===== config.mk =====
export PLATFORM = sky130hd
export DESIGN_NAME = drive_control_word_decoder
export DESIGN_NICKNAME = d
export VERILOG_FILES = /design/src/include/drive_ctl_pkg.sv /design/src/include/actual_src_if.sv /design/src/verilog/actual_slot.sv /design/src/verilog/fault_ack_timer.sv /design/src/verilog/drive_control_word_decoder.sv
export SDC_FILE = /design/constraint.sdc
export NUM_CORES = 2
export LEC_CHECK = 0
export BUFFER_PORTS_ARGS = -buffer_cell sky130_fd_sc_hd__buf_2
export CAP_MARGIN = 10
export CORE_AREA = 2 2 679 681
export DETAILED_ROUTE_END_ITERATION = 6
export DIE_AREA = 0 0 681 683
export PLACE_DENSITY = 0.3
export SYNTH_ARGS = -nofsm -noshare
export SYNTH_HDL_FRONTEND = slang
export SYNTH_SLANG_ARGS = --single-unit

===== constraint.sdc =====
create_clock -name mclk_i -period 10.2 [get_ports mclk_i]
set_input_delay 0.51 -clock mclk_i [delete_from_list [all_inputs] [get_ports mclk_i]]
set_output_delay 0.51 -clock mclk_i [all_outputs]
set_load 0.02 [all_outputs]

===== src/include/drive_ctl_pkg.sv =====
// constants, signal numbers and mapping checks for the drive control word decoder
package drive_ctl_pkg;

   localparam int CW_W   = 16;
   localparam int NUM_W  = 16;
   localparam int DATA_W = 32;
   localparam int SP_SLOTS  = 10;
   localparam int ACT_SLOTS = 14;

   // control word bit positions
   localparam int CW_ON    = 0;
   localparam int CW_COAST = 1;
   localparam int CW_QSTOP = 2;
   localparam int CW_ENOP  = 3;
   localparam int CW_RAMP  = 5;
   localparam int CW_SETP  = 6;
   localparam int CW_ACK   = 7;
   localparam int CW_PLC   = 10;
   localparam int CW_TRQ   = 11;
   localparam int CW_DIR   = 12;
   localparam int CW_POS   = 13;
   localparam logic [15:0] CW_UNUSED_MASK = 16'hC310;
   localparam logic [15:0] CW_RESET       = 16'h0000;

   // mapping signal numbers
   localparam logic [15:0] SIG_UNUSED     = 16'h270F;
   localparam logic [15:0] SIG_SPEED_SP   = 16'h0005;
   localparam logic [15:0] SIG_TORQUE_SP  = 16'h0064;
   localparam logic [15:0] SIG_SPEED_ACT  = 16'h0006;
   localparam logic [15:0] SIG_TORQUE_ACT = 16'h0065;
   localparam logic [15:0] SIG_PARAM_LO   = 16'h3000;
   localparam logic [15:0] SIG_PARAM_HI   = 16'h35DB;
   localparam logic [15:0] SIG_MON_LO     = 16'h4000;
   localparam logic [15:0] SIG_MON_HI     = 16'h4063;
   localparam logic [15:0] SIG_CTRL_A     = 16'h5008;
   localparam logic [15:0] SIG_CTRL_B     = 16'h5009;
   localparam logic [15:0] SIG_CTRLX_LO   = 16'h51F5;
   localparam logic [15:0] SIG_CTRLX_HI   = 16'h51FE;
   localparam logic [15:0] SIG_CTRLX_END  = 16'h5200;

   // 16384 in the speed setpoint equals the maximum frequency
   localparam int SP_REF_SHIFT = 14;

   // fault acknowledge hold time
   localparam int ACK_MS   = 20;
   localparam int CLK_NS   = 10;
   localparam int ACK_CYC  = ACK_MS * 1000000 / CLK_NS;

   function automatic logic sp_num_ok(input logic [15:0] n);
      return (n == SIG_SPEED_SP) || (n == SIG_TORQUE_SP) ||
             (n >= SIG_PARAM_LO && n <= SIG_PARAM_HI) ||
             (n == SIG_CTRL_A) || (n == SIG_CTRL_B);
   endfunction

   function automatic logic act_num_ok(input logic [15:0] n);
      return (n == SIG_SPEED_ACT) || (n == SIG_TORQUE_ACT) ||
             (n >= SIG_PARAM_LO && n <= SIG_PARAM_HI) ||
             (n >= SIG_MON_LO && n <= SIG_MON_HI) ||
             (n == SIG_CTRL_A) || (n == SIG_CTRL_B) ||
             (n >= SIG_CTRLX_LO && n <= SIG_CTRLX_HI) || (n == SIG_CTRLX_END);
   endfunction

endpackage


===== src/include/actual_src_if.sv =====
// actual values shared by the outgoing mapping slots
`timescale 1ns/1ps
interface actual_src_if;
   logic signed [15:0] speed_act;
   logic signed [15:0] torque_act;
   modport src (output speed_act, output torque_act);
   modport snk (input speed_act, input torque_act);
endinterface


===== src/verilog/actual_slot.sv =====
// one slot of the outgoing actual-value telegram
`timescale 1ns/1ps
module actual_slot (
   input  wire logic        mclk_i,   // clock
   input  wire logic        nrst_i,   // sync reset, low
   input  wire logic        load_i,   // telegram strobe
   input  wire logic [15:0] map_i,    // signal number
   input  wire logic [31:0] ext_i,    // value for other numbers
   actual_src_if.snk        src,      // speed and torque
   output logic      [31:0] data_o    // slot contents
);
   always_ff @(posedge mclk_i) begin
      if (!nrst_i) begin
         data_o <= 32'h0000_0000;
      end else if (load_i) begin
         if (!drive_ctl_pkg::act_num_ok(map_i)) begin
            data_o <= 32'h0000_0000;
         end else if (map_i == drive_ctl_pkg::SIG_SPEED_ACT) begin
            data_o <= 32'(src.speed_act);
         end else if (map_i == drive_ctl_pkg::SIG_TORQUE_ACT) begin
            data_o <= 32'(src.torque_act);
         end else begin
            data_o <= ext_i;
         end
      end
   end
endmodule


===== src/verilog/fault_ack_timer.sv =====
// fault acknowledge: edge detect plus hold timer
`timescale 1ns/1ps
module fault_ack_timer #(
   parameter int unsigned HOLD_CYC = drive_ctl_pkg::ACK_CYC
) (
   input  wire logic mclk_i,          // clock
   input  wire logic nrst_i,          // sync reset, low
   input  wire logic ack_i,           // decoded acknowledge level
   input  wire logic fault_active_i,  // fault present
   input  wire logic fault_severe_i,  // fault needs power or drive reset
   output logic      buf_clear_o,     // pulse: clear fault buffer
   output logic      prot_reset_o     // pulse: reset protective function
);
   logic        ack_q;
   logic        armed;
   logic [31:0] cnt;

   always_ff @(posedge mclk_i) begin
      if (!nrst_i) begin
         ack_q <= 1'b0;
      end else begin
         ack_q <= ack_i;
      end
   end

   // only a fresh rising edge arms; a level left high never re-fires
   always_ff @(posedge mclk_i) begin
      if (!nrst_i) begin
         armed <= 1'b0;
         cnt   <= 32'h0000_0000;
      end else if (!ack_i) begin
         armed <= 1'b0;
         cnt   <= 32'h0000_0000;
      end else if (!ack_q) begin
         armed <= 1'b1;
         cnt   <= 32'h0000_0001;
      end else if (armed && cnt >= HOLD_CYC) begin
         armed <= 1'b0;
      end else if (armed) begin
         cnt <= cnt + 32'h0000_0001;
      end
   end

   always_ff @(posedge mclk_i) begin
      if (!nrst_i) begin
         buf_clear_o  <= 1'b0;
         prot_reset_o <= 1'b0;
      end else begin
         buf_clear_o  <= ack_i && ack_q && armed && cnt >= HOLD_CYC;
         prot_reset_o <= ack_i && ack_q && armed && cnt >= HOLD_CYC
                         && fault_active_i && !fault_severe_i;
      end
   end
endmodule


===== src/verilog/drive_control_word_decoder.sv =====
// drive control word decoder with setpoint and actual-value slot mapping
//
// Overview of operation
// - duplicate setpoint signal numbers: lowest slot wins, others count as unused
// - setpoint slot with unknown number or 9999 writes nothing
// - actual slot with unknown number or 9999 returns zero
// - bit 0 on/off, bit 1 shutoff release, bit 3 operation enable
// - bit 2 low means emergency stop, high releases it
// - bit 5 low halts the ramp, only during speed control
// - ramp halt ignored with start off or during automatic restart
// - early revision: halt freezes set frequency, only with setpoint-word speed
// - late revision: set frequency untouched, halt applies to any speed source
// - bit 6 low forces set frequency to zero
// - bit 7 rising, held 20 ms, clears fault buffer and resets protection
// - severe faults are not reset by acknowledge
// - bit 10 low disables the whole control word
// - bit 11 low forces torque command to zero
// - bit 12 inverts the meaning of the setpoint sign
// - bit 13 starts positioning only in position control and enabled state
// - setpoint 16384 equals the maximum output frequency
`timescale 1ns/1ps
module drive_control_word_decoder #(
   parameter int unsigned ACK_HOLD_CYC = drive_ctl_pkg::ACK_CYC
) (
   input  wire logic         mclk_i,                     // 100 MHz clock
   input  wire logic         nrst_i,                     // sync reset, low
   input  wire logic         tel_valid_i,                // new setpoint telegram
   input  wire logic [15:0]  drive_control_word_i,       // control word
   input  wire logic [159:0] sp_map_i,                   // setpoint slot numbers
   input  wire logic [319:0] sp_data_i,                  // setpoint slot data
   input  wire logic [223:0] act_map_i,                  // actual slot numbers
   input  wire logic [447:0] act_ext_i,                  // values for other numbers
   input  wire logic [15:0]  speed_actual_word_i,        // present speed
   input  wire logic [15:0]  actual_torque_i,            // present torque
   input  wire logic [15:0]  max_freq_i,                 // maximum frequency
   input  wire logic         speed_control_i,            // drive in speed control
   input  wire logic         speed_from_word_i,          // speed given by setpoint word
   input  wire logic         position_control_i,         // drive in position control
   input  wire logic         operation_enabled_state_i,  // drive state machine enabled
   input  wire logic         auto_restart_i,             // restart after power dip
   input  wire logic         hw_rev_late_i,              // strap: later hardware
   input  wire logic         fault_active_i,             // fault present
   input  wire logic         fault_severe_i,             // fault not acknowledgeable
   output logic              plc_control_o,              // control word in force
   output logic              run_cmd_o,                  // on command
   output logic              shutoff_release_o,          // output shutoff released
   output logic              quick_stop_o,               // emergency stop active
   output logic              operation_enable_o,         // operation enabled
   output logic              ramp_hold_o,                // hold acceleration
   output logic signed [31:0] set_freq_o,                // set frequency
   output logic              reverse_o,                  // reverse direction
   output logic       [15:0] torque_cmd_o,               // torque command
   output logic              pos_start_o,                // positioning start
   output logic              fault_buffer_clear_o,       // pulse: buffer cleared
   output logic              protective_reset_o,         // pulse: protection reset
   output logic        [9:0] sp_slot_wr_o,               // pulse: slot data written
   output logic      [447:0] act_data_o                  // actual telegram
);
   logic [15:0]        cw;
   logic               rev_meta;
   logic               rev_late;
   logic signed [15:0] speed_sp;
   logic               spd_hit;
   logic [15:0]        spd_val;
   logic               trq_hit;
   logic [15:0]        trq_val;
   logic [9:0]         next_wr;
   logic               plc_now;
   logic               intr_now;
   logic signed [15:0] next_sp;

   actual_src_if src_bus ();

   assign src_bus.speed_act  = speed_actual_word_i;
   assign src_bus.torque_act = actual_torque_i;

   function automatic logic signed [31:0] scale(input logic signed [15:0] v,
                                                input logic        [15:0] fmax);
      logic signed [32:0] prod;
      prod = v * $signed({1'b0, fmax});
      return 32'(prod >>> drive_ctl_pkg::SP_REF_SHIFT);
   endfunction

   // strap arrives from a pin
   always_ff @(posedge mclk_i) begin
      if (!nrst_i) begin
         rev_meta <= 1'b0;
         rev_late <= 1'b0;
      end else begin
         rev_meta <= hw_rev_late_i;
         rev_late <= rev_meta;
      end
   end

   // setpoint slot resolution
   always_comb begin
      logic [15:0] num;
      logic        dup;
      num     = 16'h0000;
      dup     = 1'b0;
      next_wr = '0;
      spd_hit = 1'b0;
      spd_val = 16'h0000;
      trq_hit = 1'b0;
      trq_val = 16'h0000;
      for (int i = 0; i < drive_ctl_pkg::SP_SLOTS; i++) begin
         num = sp_map_i[i*drive_ctl_pkg::NUM_W +: drive_ctl_pkg::NUM_W];
         dup = 1'b0;
         for (int j = 0; j < i; j++) begin
            if (sp_map_i[j*drive_ctl_pkg::NUM_W +: drive_ctl_pkg::NUM_W] == num) begin
               dup = 1'b1;
            end
         end
         if (drive_ctl_pkg::sp_num_ok(num) && !dup) begin
            next_wr[i] = 1'b1;
            if (num == drive_ctl_pkg::SIG_SPEED_SP) begin
               spd_hit = 1'b1;
               spd_val = sp_data_i[i*drive_ctl_pkg::DATA_W +: 16];
            end
            if (num == drive_ctl_pkg::SIG_TORQUE_SP) begin
               trq_hit = 1'b1;
               trq_val = sp_data_i[i*drive_ctl_pkg::DATA_W +: 16];
            end
         end
      end
   end

   assign plc_now  = drive_control_word_i[drive_ctl_pkg::CW_PLC];
   assign next_sp  = spd_hit ? $signed(spd_val) : speed_sp;
   // early-revision halt: decided at the telegram from the incoming word
   assign intr_now = plc_now && !drive_control_word_i[drive_ctl_pkg::CW_RAMP]
                     && drive_control_word_i[drive_ctl_pkg::CW_ON]
                     && speed_control_i && !auto_restart_i;

   // latch the word; a disabled word is stored as all zero
   always_ff @(posedge mclk_i) begin
      if (!nrst_i) begin
         cw       <= drive_ctl_pkg::CW_RESET;
         speed_sp <= 16'h0000;
      end else if (tel_valid_i) begin
         cw       <= plc_now ? drive_control_word_i : drive_ctl_pkg::CW_RESET;
         speed_sp <= next_sp;
      end
   end

   always_ff @(posedge mclk_i) begin
      if (!nrst_i) begin
         sp_slot_wr_o <= '0;
      end else begin
         sp_slot_wr_o <= tel_valid_i ? next_wr : 10'h000;
      end
   end

   always_ff @(posedge mclk_i) begin
      if (!nrst_i) begin
         plc_control_o      <= 1'b0;
         run_cmd_o          <= 1'b0;
         shutoff_release_o  <= 1'b0;
         quick_stop_o       <= 1'b0;
         operation_enable_o <= 1'b0;
      end else if (tel_valid_i) begin
         plc_control_o      <= plc_now;
         run_cmd_o          <= plc_now && drive_control_word_i[drive_ctl_pkg::CW_ON];
         shutoff_release_o  <= plc_now && drive_control_word_i[drive_ctl_pkg::CW_COAST];
         quick_stop_o       <= plc_now && !drive_control_word_i[drive_ctl_pkg::CW_QSTOP];
         operation_enable_o <= plc_now && drive_control_word_i[drive_ctl_pkg::CW_ENOP];
      end
   end

   // set frequency, torque and direction
   always_ff @(posedge mclk_i) begin
      if (!nrst_i) begin
         set_freq_o   <= 32'sh0000_0000;
         torque_cmd_o <= 16'h0000;
         reverse_o    <= 1'b0;
      end else if (tel_valid_i) begin
         if (!plc_now || !drive_control_word_i[drive_ctl_pkg::CW_SETP]) begin
            set_freq_o <= 32'sh0000_0000;
         end else if (intr_now && !rev_late && speed_from_word_i) begin
            set_freq_o <= scale($signed(speed_actual_word_i), max_freq_i);
         end else begin
            set_freq_o <= scale(next_sp, max_freq_i);
         end
         if (plc_now && drive_control_word_i[drive_ctl_pkg::CW_TRQ]) begin
            torque_cmd_o <= trq_hit ? trq_val : torque_cmd_o;
         end else begin
            torque_cmd_o <= 16'h0000;
         end
         if (drive_control_word_i[drive_ctl_pkg::CW_DIR] && plc_now) begin
            reverse_o <= next_sp > 16'sh0000;
         end else begin
            reverse_o <= next_sp < 16'sh0000;
         end
      end
   end

   // halt and start follow live drive conditions every cycle
   always_ff @(posedge mclk_i) begin
      if (!nrst_i) begin
         ramp_hold_o <= 1'b0;
         pos_start_o <= 1'b0;
      end else begin
         ramp_hold_o <= rev_late && !cw[drive_ctl_pkg::CW_RAMP] && cw[drive_ctl_pkg::CW_PLC]
                        && cw[drive_ctl_pkg::CW_ON] && speed_control_i
                        && !auto_restart_i;
         pos_start_o <= cw[drive_ctl_pkg::CW_POS] && position_control_i
                        && operation_enabled_state_i;
      end
   end

   fault_ack_timer #(
      .HOLD_CYC (ACK_HOLD_CYC)
   ) u_ack (
      .mclk_i         (mclk_i),
      .nrst_i         (nrst_i),
      .ack_i          (cw[drive_ctl_pkg::CW_ACK]),
      .fault_active_i (fault_active_i),
      .fault_severe_i (fault_severe_i),
      .buf_clear_o    (fault_buffer_clear_o),
      .prot_reset_o   (protective_reset_o)
   );

   for (genvar k = 0; k < drive_ctl_pkg::ACT_SLOTS; k++) begin : g_act
      actual_slot u_slot (
         .mclk_i (mclk_i),
         .nrst_i (nrst_i),
         .load_i (tel_valid_i),
         .map_i  (act_map_i[k*drive_ctl_pkg::NUM_W +: drive_ctl_pkg::NUM_W]),
         .ext_i  (act_ext_i[k*drive_ctl_pkg::DATA_W +: drive_ctl_pkg::DATA_W]),
         .src    (src_bus.snk),
         .data_o (act_data_o[k*drive_ctl_pkg::DATA_W +: drive_ctl_pkg::DATA_W])
      );
   end

   // helper: cycles the acknowledge level has been held
   logic [31:0] ack_held;
   always_ff @(posedge mclk_i) begin
      if (!nrst_i || !cw[drive_ctl_pkg::CW_ACK]) begin
         ack_held <= 32'h0000_0000;
      end else if (ack_held != 32'hFFFF_FFFF) begin
         ack_held <= ack_held + 32'h0000_0001;
      end
   end
endmodule


# [Word-level counts from Yosys, hierarchy flattened]
# Index checks and enable logic that the tools add are counted.
[classes] muxes=189 reduce_logical=248 n_lt_le_gt_ge=107 bitwise=1 n_eq_ne=159 add_sub_neg=1 multipliers=2
[op_table] op="32-bit 2-to-1 mux" count=44
[op_table] op="16-bit by 15-bit == test with 1-bit output (second input constant)" count=62
[op_table] op="16-bit == test" count=45
[op_table] op="16-bit 2-to-1 mux" count=43
[op_table] op="16-bit by 15-bit >= comparator with 1-bit output (second input constant)" count=28
[op_table] op="16-bit by 15-bit less-or-equal comparator with 1-bit output (second input constant)" count=28
[op_table] op="16-bit by 3-bit == test with 1-bit output (second input constant)" count=24
[op_table] op="16-bit by 7-bit == test with 1-bit output (second input constant)" count=24
[op_table] op="16-bit by 14-bit >= comparator with 1-bit output (second input constant)" count=24
[op_table] op="16-bit by 14-bit less-or-equal comparator with 1-bit output (second input constant)" count=24
[op_table] op="1-bit logical OR" count=139
[op_table] op="1-bit 2-to-1 mux" count=101
[op_table] op="1-bit logical AND" count=86
[op_table] op="16-bit by 17-bit multiplier with 33-bit output" count=2
[op_table] op="32-bit by 1-bit adder with 32-bit output (second input constant)" count=1
[op_table] op="32-bit by 21-bit >= comparator with 1-bit output (second input constant)" count=1
[op_table] op="1-bit zero test" count=17
[op_table] op="16-bit by 1-bit greater-than comparator with 1-bit output (second input constant)" count=1
[op_table] op="16-bit by 1-bit less-than comparator with 1-bit output (second input constant)" count=1
[op_table] op="14-bit 2-to-1 mux" count=1
[op_table] op="2-bit AND reduction" count=5
[op_table] op="2-bit inequality test (second input constant)" count=4
[op_table] op="3-bit AND reduction" count=1
[op_table] op="1-bit NOT" count=1
[word_totals] regBits=582

# [Depth between registers and ports, before layout]
[logic_depth] word_depth=28 ltp_mapped=40 mapped_depth_nobuf=37

# [Hierarchy]
# From an unflattened synthesis, not the netlist that was laid out.
[hier_totals] cells_unflattened=7349 hier_area_um2=60414.2
[by_module_without_submodules] module="drive_control_word_decoder" seq_area_each_um2=1481.4 area_each_um2=31217.4 instances=1 cells_per_inst=3832
[by_module_without_submodules] module="actual_slot" seq_area_each_um2=640.6 area_each_um2=1978.1 instances=14 cells_per_inst=239
[by_module_without_submodules] module="fault_ack_timer" seq_area_each_um2=720.7 area_each_um2=1502.7 instances=1 cells_per_inst=171

# [Worst setup path before layout]
# OpenSTA, ideal clock, no wires.
[synth_timing] kind="input port to flip-flop" start="input sp_map_i[38]" end="register set_freq_o[30]" path_slack_ps=959 cell_stages=34 setup_ps=141 t_arrival_ps=9100 required_time_ps=10059 path_cell_list="clkbuf_1 > buf_4 > xnor2_1 > nand4_1 > nor4_4 > nor4b_4 > or4_1 > nor3_2 > nor4b_4 > clkbuf_1 > mux2_2 > clkbuf_1 > and2_1 > fa_1 > inv_1 > fa_1 > fa_1 > inv_1 > fa_1 > fa_1 > inv_1 > fa_1 > inv_1 > ha_1 > nand4_1 > or4_1 > a311oi_1 > o221ai_1 > o2111a_1 > o211ai_2 > a21oi_2 > o311ai_2 > xnor2_1 > o221ai_1"
[synth_via] elab_chain_len=25
[synth_rtl] element="start: declaration" line_no="drive_control_word_decoder.sv:29" rtl="input wire logic [159:0] sp_map_i,"
[synth_rtl] element="16-bit by 14-bit >= comparator with 1-bit output (tied with other cells)" line_no="drive_ctl_pkg.sv:51" rtl="(n >= SIG_PARAM_LO && n <= SIG_PARAM_HI) ||"
[synth_rtl] element="1-bit logical AND / 1-bit logical OR (equally long branches)" line_no="drive_ctl_pkg.sv:51, drive_ctl_pkg.sv:50"
[synth_rtl] element="1-bit logical OR" line_no="drive_ctl_pkg.sv:50" rtl="return (n == SIG_SPEED_SP) || (n == SIG_TORQUE_SP) ||"
[synth_rtl] element="1-bit logical OR" line_no="drive_ctl_pkg.sv:51"
[synth_rtl] element="1-bit logical OR" line_no="drive_ctl_pkg.sv:52" rtl="(n == SIG_CTRL_A) || (n == SIG_CTRL_B);"
[synth_rtl] element="1-bit logical AND" line_no="drive_control_word_decoder.sv:114" rtl="if (drive_ctl_pkg::sp_num_ok(num) && !dup) begin"
[synth_rtl] element="16-bit 2-to-1 mux / 1-bit 2-to-1 mux (equally long branches)" line_no="drive_control_word_decoder.sv:114"
[synth_rtl] element="16-bit 2-to-1 mux / 1-bit 2-to-1 mux (equally long branches)" line_no="drive_control_word_decoder.sv:116" rtl="if (num == drive_ctl_pkg::SIG_SPEED_SP) begin"
[synth_rtl] element="(+9 left out)"
[synth_rtl] element="16-bit 2-to-1 mux / 1-bit 2-to-1 mux (equally long branches)" line_no="drive_control_word_decoder.sv:116"
[synth_rtl] element="16-bit 2-to-1 mux / 1-bit 2-to-1 mux (equally long branches)" line_no="drive_control_word_decoder.sv:114"
[synth_rtl] element="16-bit 2-to-1 mux / 1-bit 2-to-1 mux (equally long branches)" line_no="drive_control_word_decoder.sv:116"
[synth_rtl] element="16-bit 2-to-1 mux / 1-bit 2-to-1 mux (equally long branches)" line_no="drive_control_word_decoder.sv:114"
[synth_rtl] element="16-bit 2-to-1 mux *" line_no="drive_control_word_decoder.sv:129" rtl="assign next_sp = spd_hit ? $signed(spd_val) : speed_sp;"
[synth_rtl] element="16-bit by 17-bit multiplier with 33-bit output *" line_no="drive_control_word_decoder.sv:80" rtl="prod = v * $signed({1'b0, fmax});"
[synth_rtl] element="32-bit 2-to-1 mux *" line_no="drive_control_word_decoder.sv:179" rtl="end else if (intr_now && !rev_late && speed_from_word_i) begin"
[synth_rtl] element="32-bit 2-to-1 mux *" line_no="drive_control_word_decoder.sv:177" rtl="if (!plc_now || !drive_control_word_i[drive_ctl_pkg::CW_SETP]) begin"
[synth_rtl] element="end signal: assignment" line_no="drive_control_word_decoder.sv:180" rtl="set_freq_o <= scale($signed(speed_actual_word_i), max_freq_i);"
[synth_rtl] element="end signal: assignment" line_no="drive_control_word_decoder.sv:182" rtl="set_freq_o <= scale(next_sp, max_freq_i);"
[synth_rtl] element="end: declaration" line_no="drive_control_word_decoder.sv:50" rtl="output logic signed [31:0] set_freq_o,"
# Every way passes the cells marked *; elsewhere a longest branch is shown, timed or not.
# A chain may end at the register's enable or synchronous reset.

# [Final worst setup path]
[layout_timing] start="input sp_map_i[81]" end="register set_freq_o[30]"
[layout_via] elab_chain_len=21
[layout_rtl] element="16-bit == test" line_no="drive_control_word_decoder.sv:110" rtl="if (sp_map_i[j*drive_ctl_pkg::NUM_W +: drive_ctl_pkg::NUM_W] == num) begin"
[layout_rtl] element="1-bit 2-to-1 mux (5 in a row)" line_no="drive_control_word_decoder.sv:110"
[layout_rtl] element="1-bit zero test" line_no="drive_control_word_decoder.sv:114"
[layout_rtl] element="1-bit logical AND" line_no="drive_control_word_decoder.sv:114"
[layout_rtl] element="16-bit 2-to-1 mux / 1-bit 2-to-1 mux (equally long branches)" line_no="drive_control_word_decoder.sv:114"
[layout_rtl] element="16-bit 2-to-1 mux / 1-bit 2-to-1 mux (equally long branches)" line_no="drive_control_word_decoder.sv:116"
[layout_rtl] element="16-bit 2-to-1 mux / 1-bit 2-to-1 mux (equally long branches)" line_no="drive_control_word_decoder.sv:114"
[layout_rtl] element="16-bit 2-to-1 mux / 1-bit 2-to-1 mux (equally long branches)" line_no="drive_control_word_decoder.sv:116"
[layout_rtl] element="16-bit 2-to-1 mux / 1-bit 2-to-1 mux (equally long branches)" line_no="drive_control_word_decoder.sv:114"
[layout_rtl] element="16-bit 2-to-1 mux / 1-bit 2-to-1 mux (equally long branches)" line_no="drive_control_word_decoder.sv:116"
[layout_rtl] element="16-bit 2-to-1 mux / 1-bit 2-to-1 mux (equally long branches)" line_no="drive_control_word_decoder.sv:114"
[layout_rtl] element="16-bit 2-to-1 mux / 1-bit 2-to-1 mux (equally long branches)" line_no="drive_control_word_decoder.sv:116"
[layout_rtl] element="16-bit 2-to-1 mux / 1-bit 2-to-1 mux (equally long branches)" line_no="drive_control_word_decoder.sv:114"
[layout_rtl] element="16-bit 2-to-1 mux *" line_no="drive_control_word_decoder.sv:129"
[layout_rtl] element="16-bit by 17-bit multiplier with 33-bit output *" line_no="drive_control_word_decoder.sv:80"
[layout_rtl] element="32-bit 2-to-1 mux *" line_no="drive_control_word_decoder.sv:179"
[layout_rtl] element="32-bit 2-to-1 mux *" line_no="drive_control_word_decoder.sv:177"
# Marks and branches as above.

==> results.json <==
{
  "grt.total_usage": 0.184,
  "vias": 61695,
  "skew_ps": 128,
  "yosysTopAreaCellShare": 0.203,
  "end_kind": "flop",
  "cp-start-kind": "input pin",
  "num_rows": 249,
  "dieArea_um2": 465000,
  "cp.depth": 36,
  "start_util": 0.120,
  "status": "finished, final reports clean",
  "crit_arrival_ps": 10590,
  "leakagePower_nw": 34.3,
  "ys_top_cells_by_count": "856 x nand2_1, 558 x dfxtp_1, 526 x xnor2_1",
  "cp_num_buf_inv": 10,
  "seq_power_share": 0.222,
  "clk_pin_slew_ps": 80,
  "synth_top_area_cell": "dfxtp_1",
  "gp_congestion": 0.979,
  "io_pins": 1743,
  "syn-cell-area_um2": 55100,
  "tightest_slew_ps": 1220,
  "ys_warn_count": 0,
  "worstReg2RegStart": "speed_sp[3]",
  "swShare": 0.407,
  "ys_types": 90,
  "syn_to_final_growth_pct": 43.4,
  "drv_slew": 0,
  "rsz0062_at_grt": "false",
  "grt_max_degree": 134,
  "yosys.cell_count.top_type": "nand2_1",
  "dp_hpwl_um": 371000,
  "finalSetupTns_ps": 0,
  "regArea_um2": 11200,
  "period_share": 0.974,
  "cts-root-buf": "clkbuf_16",
  "drcViolationCount": 0,
  "r2r_cells": 27,
  "layoutNonFillerInstCount": 15041,
  "die_h_um": 683,
  "setup_viol": 0,
  "r2r-end": "set_freq_o[30]",
  "hold_depth": 3,
  "drive_gt1_frac": 0.277,
  "ys_top_cells_by_area": "dfxtp_1 20%, fa_1 14%, xnor2_1 8.4%, nand2_1 5.8%, ha_1 5.4%",
  "grt-ovfl-total": 0,
  "synth_edf_count": 0,
  "critPathMaxStageDelay_ps": 1000,
  "fin_nets": 10622,
  "wl_per_cell_um": 29.8,
  "portBuffers": 1577,
  "p_switching_w": 0.00404,
  "ys.flop_type": "dfxtp_1",
  "nFillCells": 52403,
  "grt_pass1_wl_um": 581000,
  "drt_first_pass_iters": 7,
  "ir_worst_vdd_mv": 0.247,
  "cp-endpoint": "set_freq_o[30]",
  "die_w_um": 681,
  "power.internal_w": 0.00588,
  "grt_pass1_vias": 59798,
  "timing.fmax_ghz": 0.101,
  "comb_power_share": 0.454,
  "cpMaxStageDelayCell": "nor4_1",
  "critical_path_class": "in2reg",
  "multi_input_area_um2": 40100,
  "crit_start": "sp_map_i[81]",
  "p_per_area_nw_per_um2": 125,
  "clock_power_share": 0.324,
  "avgViaCountPerCell": 4.10,
  "reg2reg_slack_ps": 2830,
  "crit_required_ps": 10850,
  "cp_max_fo": 10,
  "finalHoldViolCount": 0,
  "drt-total-wl_um": 448000,
  "cts_tree": "built",
  "drt_iter0_markers": 6699,
  "maxSlewHeadroom": 0.163,
  "cpMostUsedCell": "fa_1",
  "hp-class": "in2reg",
  "cts_sinks": 558,
  "numCtsBuffers": 89,
  "ys_ff_latch": 558,
  "dp_cells": 14670,
  "finalCoreUtilization": 0.172,
  "core_um2": 458000,
  "layout_min_cycle_time_ps": 9940,
  "synth_nets": 8751,
  "grt_antenna_before_repair": 183,
  "async_flop_share": 0,
  "syn_area_per_cell_um2": 7.99,
  "drtAntennaViolNets": 0,
  "h-tree-depth": 3,
  "insertion_delay_ps": 870,
  "cp_top_family": "adder cells",
  "postCtsSetupBuffers": 0,
  "netlist_instances": 6898,
  "ys_seq_area_frac": 0.203,
  "maxCapViolations": 0,
  "clockBufferDepth": 4
}
[state kept, by name, indices dropped and copies added (netlist names), 5 cells and up]
register             flops
g_act.u_slot.data_o    448
u_ack.cnt               32
set_freq_o              19
speed_sp                16
torque_cmd_o            16
sp_slot_wr_o            10
cw                       5
[cell type report]
cell class | instances | share of cell area
diodes | 56 | 0.00177
well taps | 6149 | 0.0973
clock buffers | 120 | 0.0318
repair buffers | 2352 | 0.192
clock inverters | 38 | 0.00465
multi-input cells | 5253 | 0.507
flip-flops and latches | 558 | 0.141
inverters | 515 | 0.0245
[worst min-delay path by stage]
stage / start / endpoint / slack (ps)
floorplan: cw[5] / ramp_hold_o / 400
global placement: rev_meta / rev_late / 420
detailed placement: cw[5] / ramp_hold_o / 420
CTS: act_ext_i[401] / g_act[12].u_slot.data_o[17] / 0.04
global route: act_ext_i[223] / g_act[6].u_slot.data_o[31] / 40
finish: act_ext_i[183] / g_act[5].u_slot.data_o[23] / 60
[tightest hold or removal path, delay by kind of cell]
kind | cells | cell delay, ps
AO/OA/AOI/OAI | 2 | 190
buffers and inverters | 1 | 140
[timing repair]
item                       CTS  global route
hold endpoints to repair   153             0
setup endpoints to repair    0             9
hold buffers               156             0
resized for setup            0             7
[cell usage in the layout (no fill, tap or decap), drive strengths merged, types with 22 or more instances in the layout]
cell / n
a21o: 58
a21oi: 402
a222oi: 54
a22o: 144
a22oi: 33
a31oi: 40
and2: 203
buf: 2194
clkbuf: 122
clkinv: 24
dfxtp: 558
diode: 56
dlygate4sd3: 156
fa: 386
ha: 240
inv: 518
mux2i: 232
nand2: 856
nand2b: 52
nand3: 90
nand4: 184
nand4b: 28
nor2: 361
nor2b: 66
nor3: 87
nor4: 161
nor4b: 22
o21ai: 479
o31ai: 29
xnor2: 526
xor2: 244
[layer usage]
layer	wire length, um	up-vias	GRT usage
li1	-	27254	-
met1	201000	30735	0.255
met2	190000	3004	0.274
met3	42400	620	0.0543
met4	14400	82	0.0513
met5	519	-	0
[power by group through the flow]
| stage | logic [W] | clock network (W) | registers (W) |
|---|---|---|---|
| 2_1_floorplan | 0.00274 | 0 | 0.00226 |
| 3_3_place_gp | 0.00451 | 0 | 0.00225 |
| 3_5_place_dp | 0.00446 | 0 | 0.00225 |
| 4_1_cts | 0.00455 | 0.00332 | 0.00220 |
| 5_1_grt | 0.00500 | 0.00339 | 0.00221 |
| 6_report | 0.00450 | 0.00321 | 0.00220 |
[through the flow]
step	instance area [um^2]	total power, W	setup WS, ps	hold slack (ps)
final	79000	0.00991	264	60.6
after global routing	79000	0.0106	20.2	37.9
after CTS	78900	0.0101	205	0.0357
after detailed placement	74400	0.00671	-706	417
after global placement	74400	0.00676	-720	417
after floorplan	55100	0.00500	959	399
[logic make-up after synthesis]
kind of cell               count (synthesis)  synth area share
and+or+nand+nor                         2236             0.202
AOI/OAI and AO/OA                       1378             0.156
buffers and inverters                   1087            0.0781
xor gates and xnor gates                 770             0.122
adders and majority gates                626             0.195
DFF                                      558             0.203
muxes                                    243            0.0444
(Power assumes the default switching activity.)
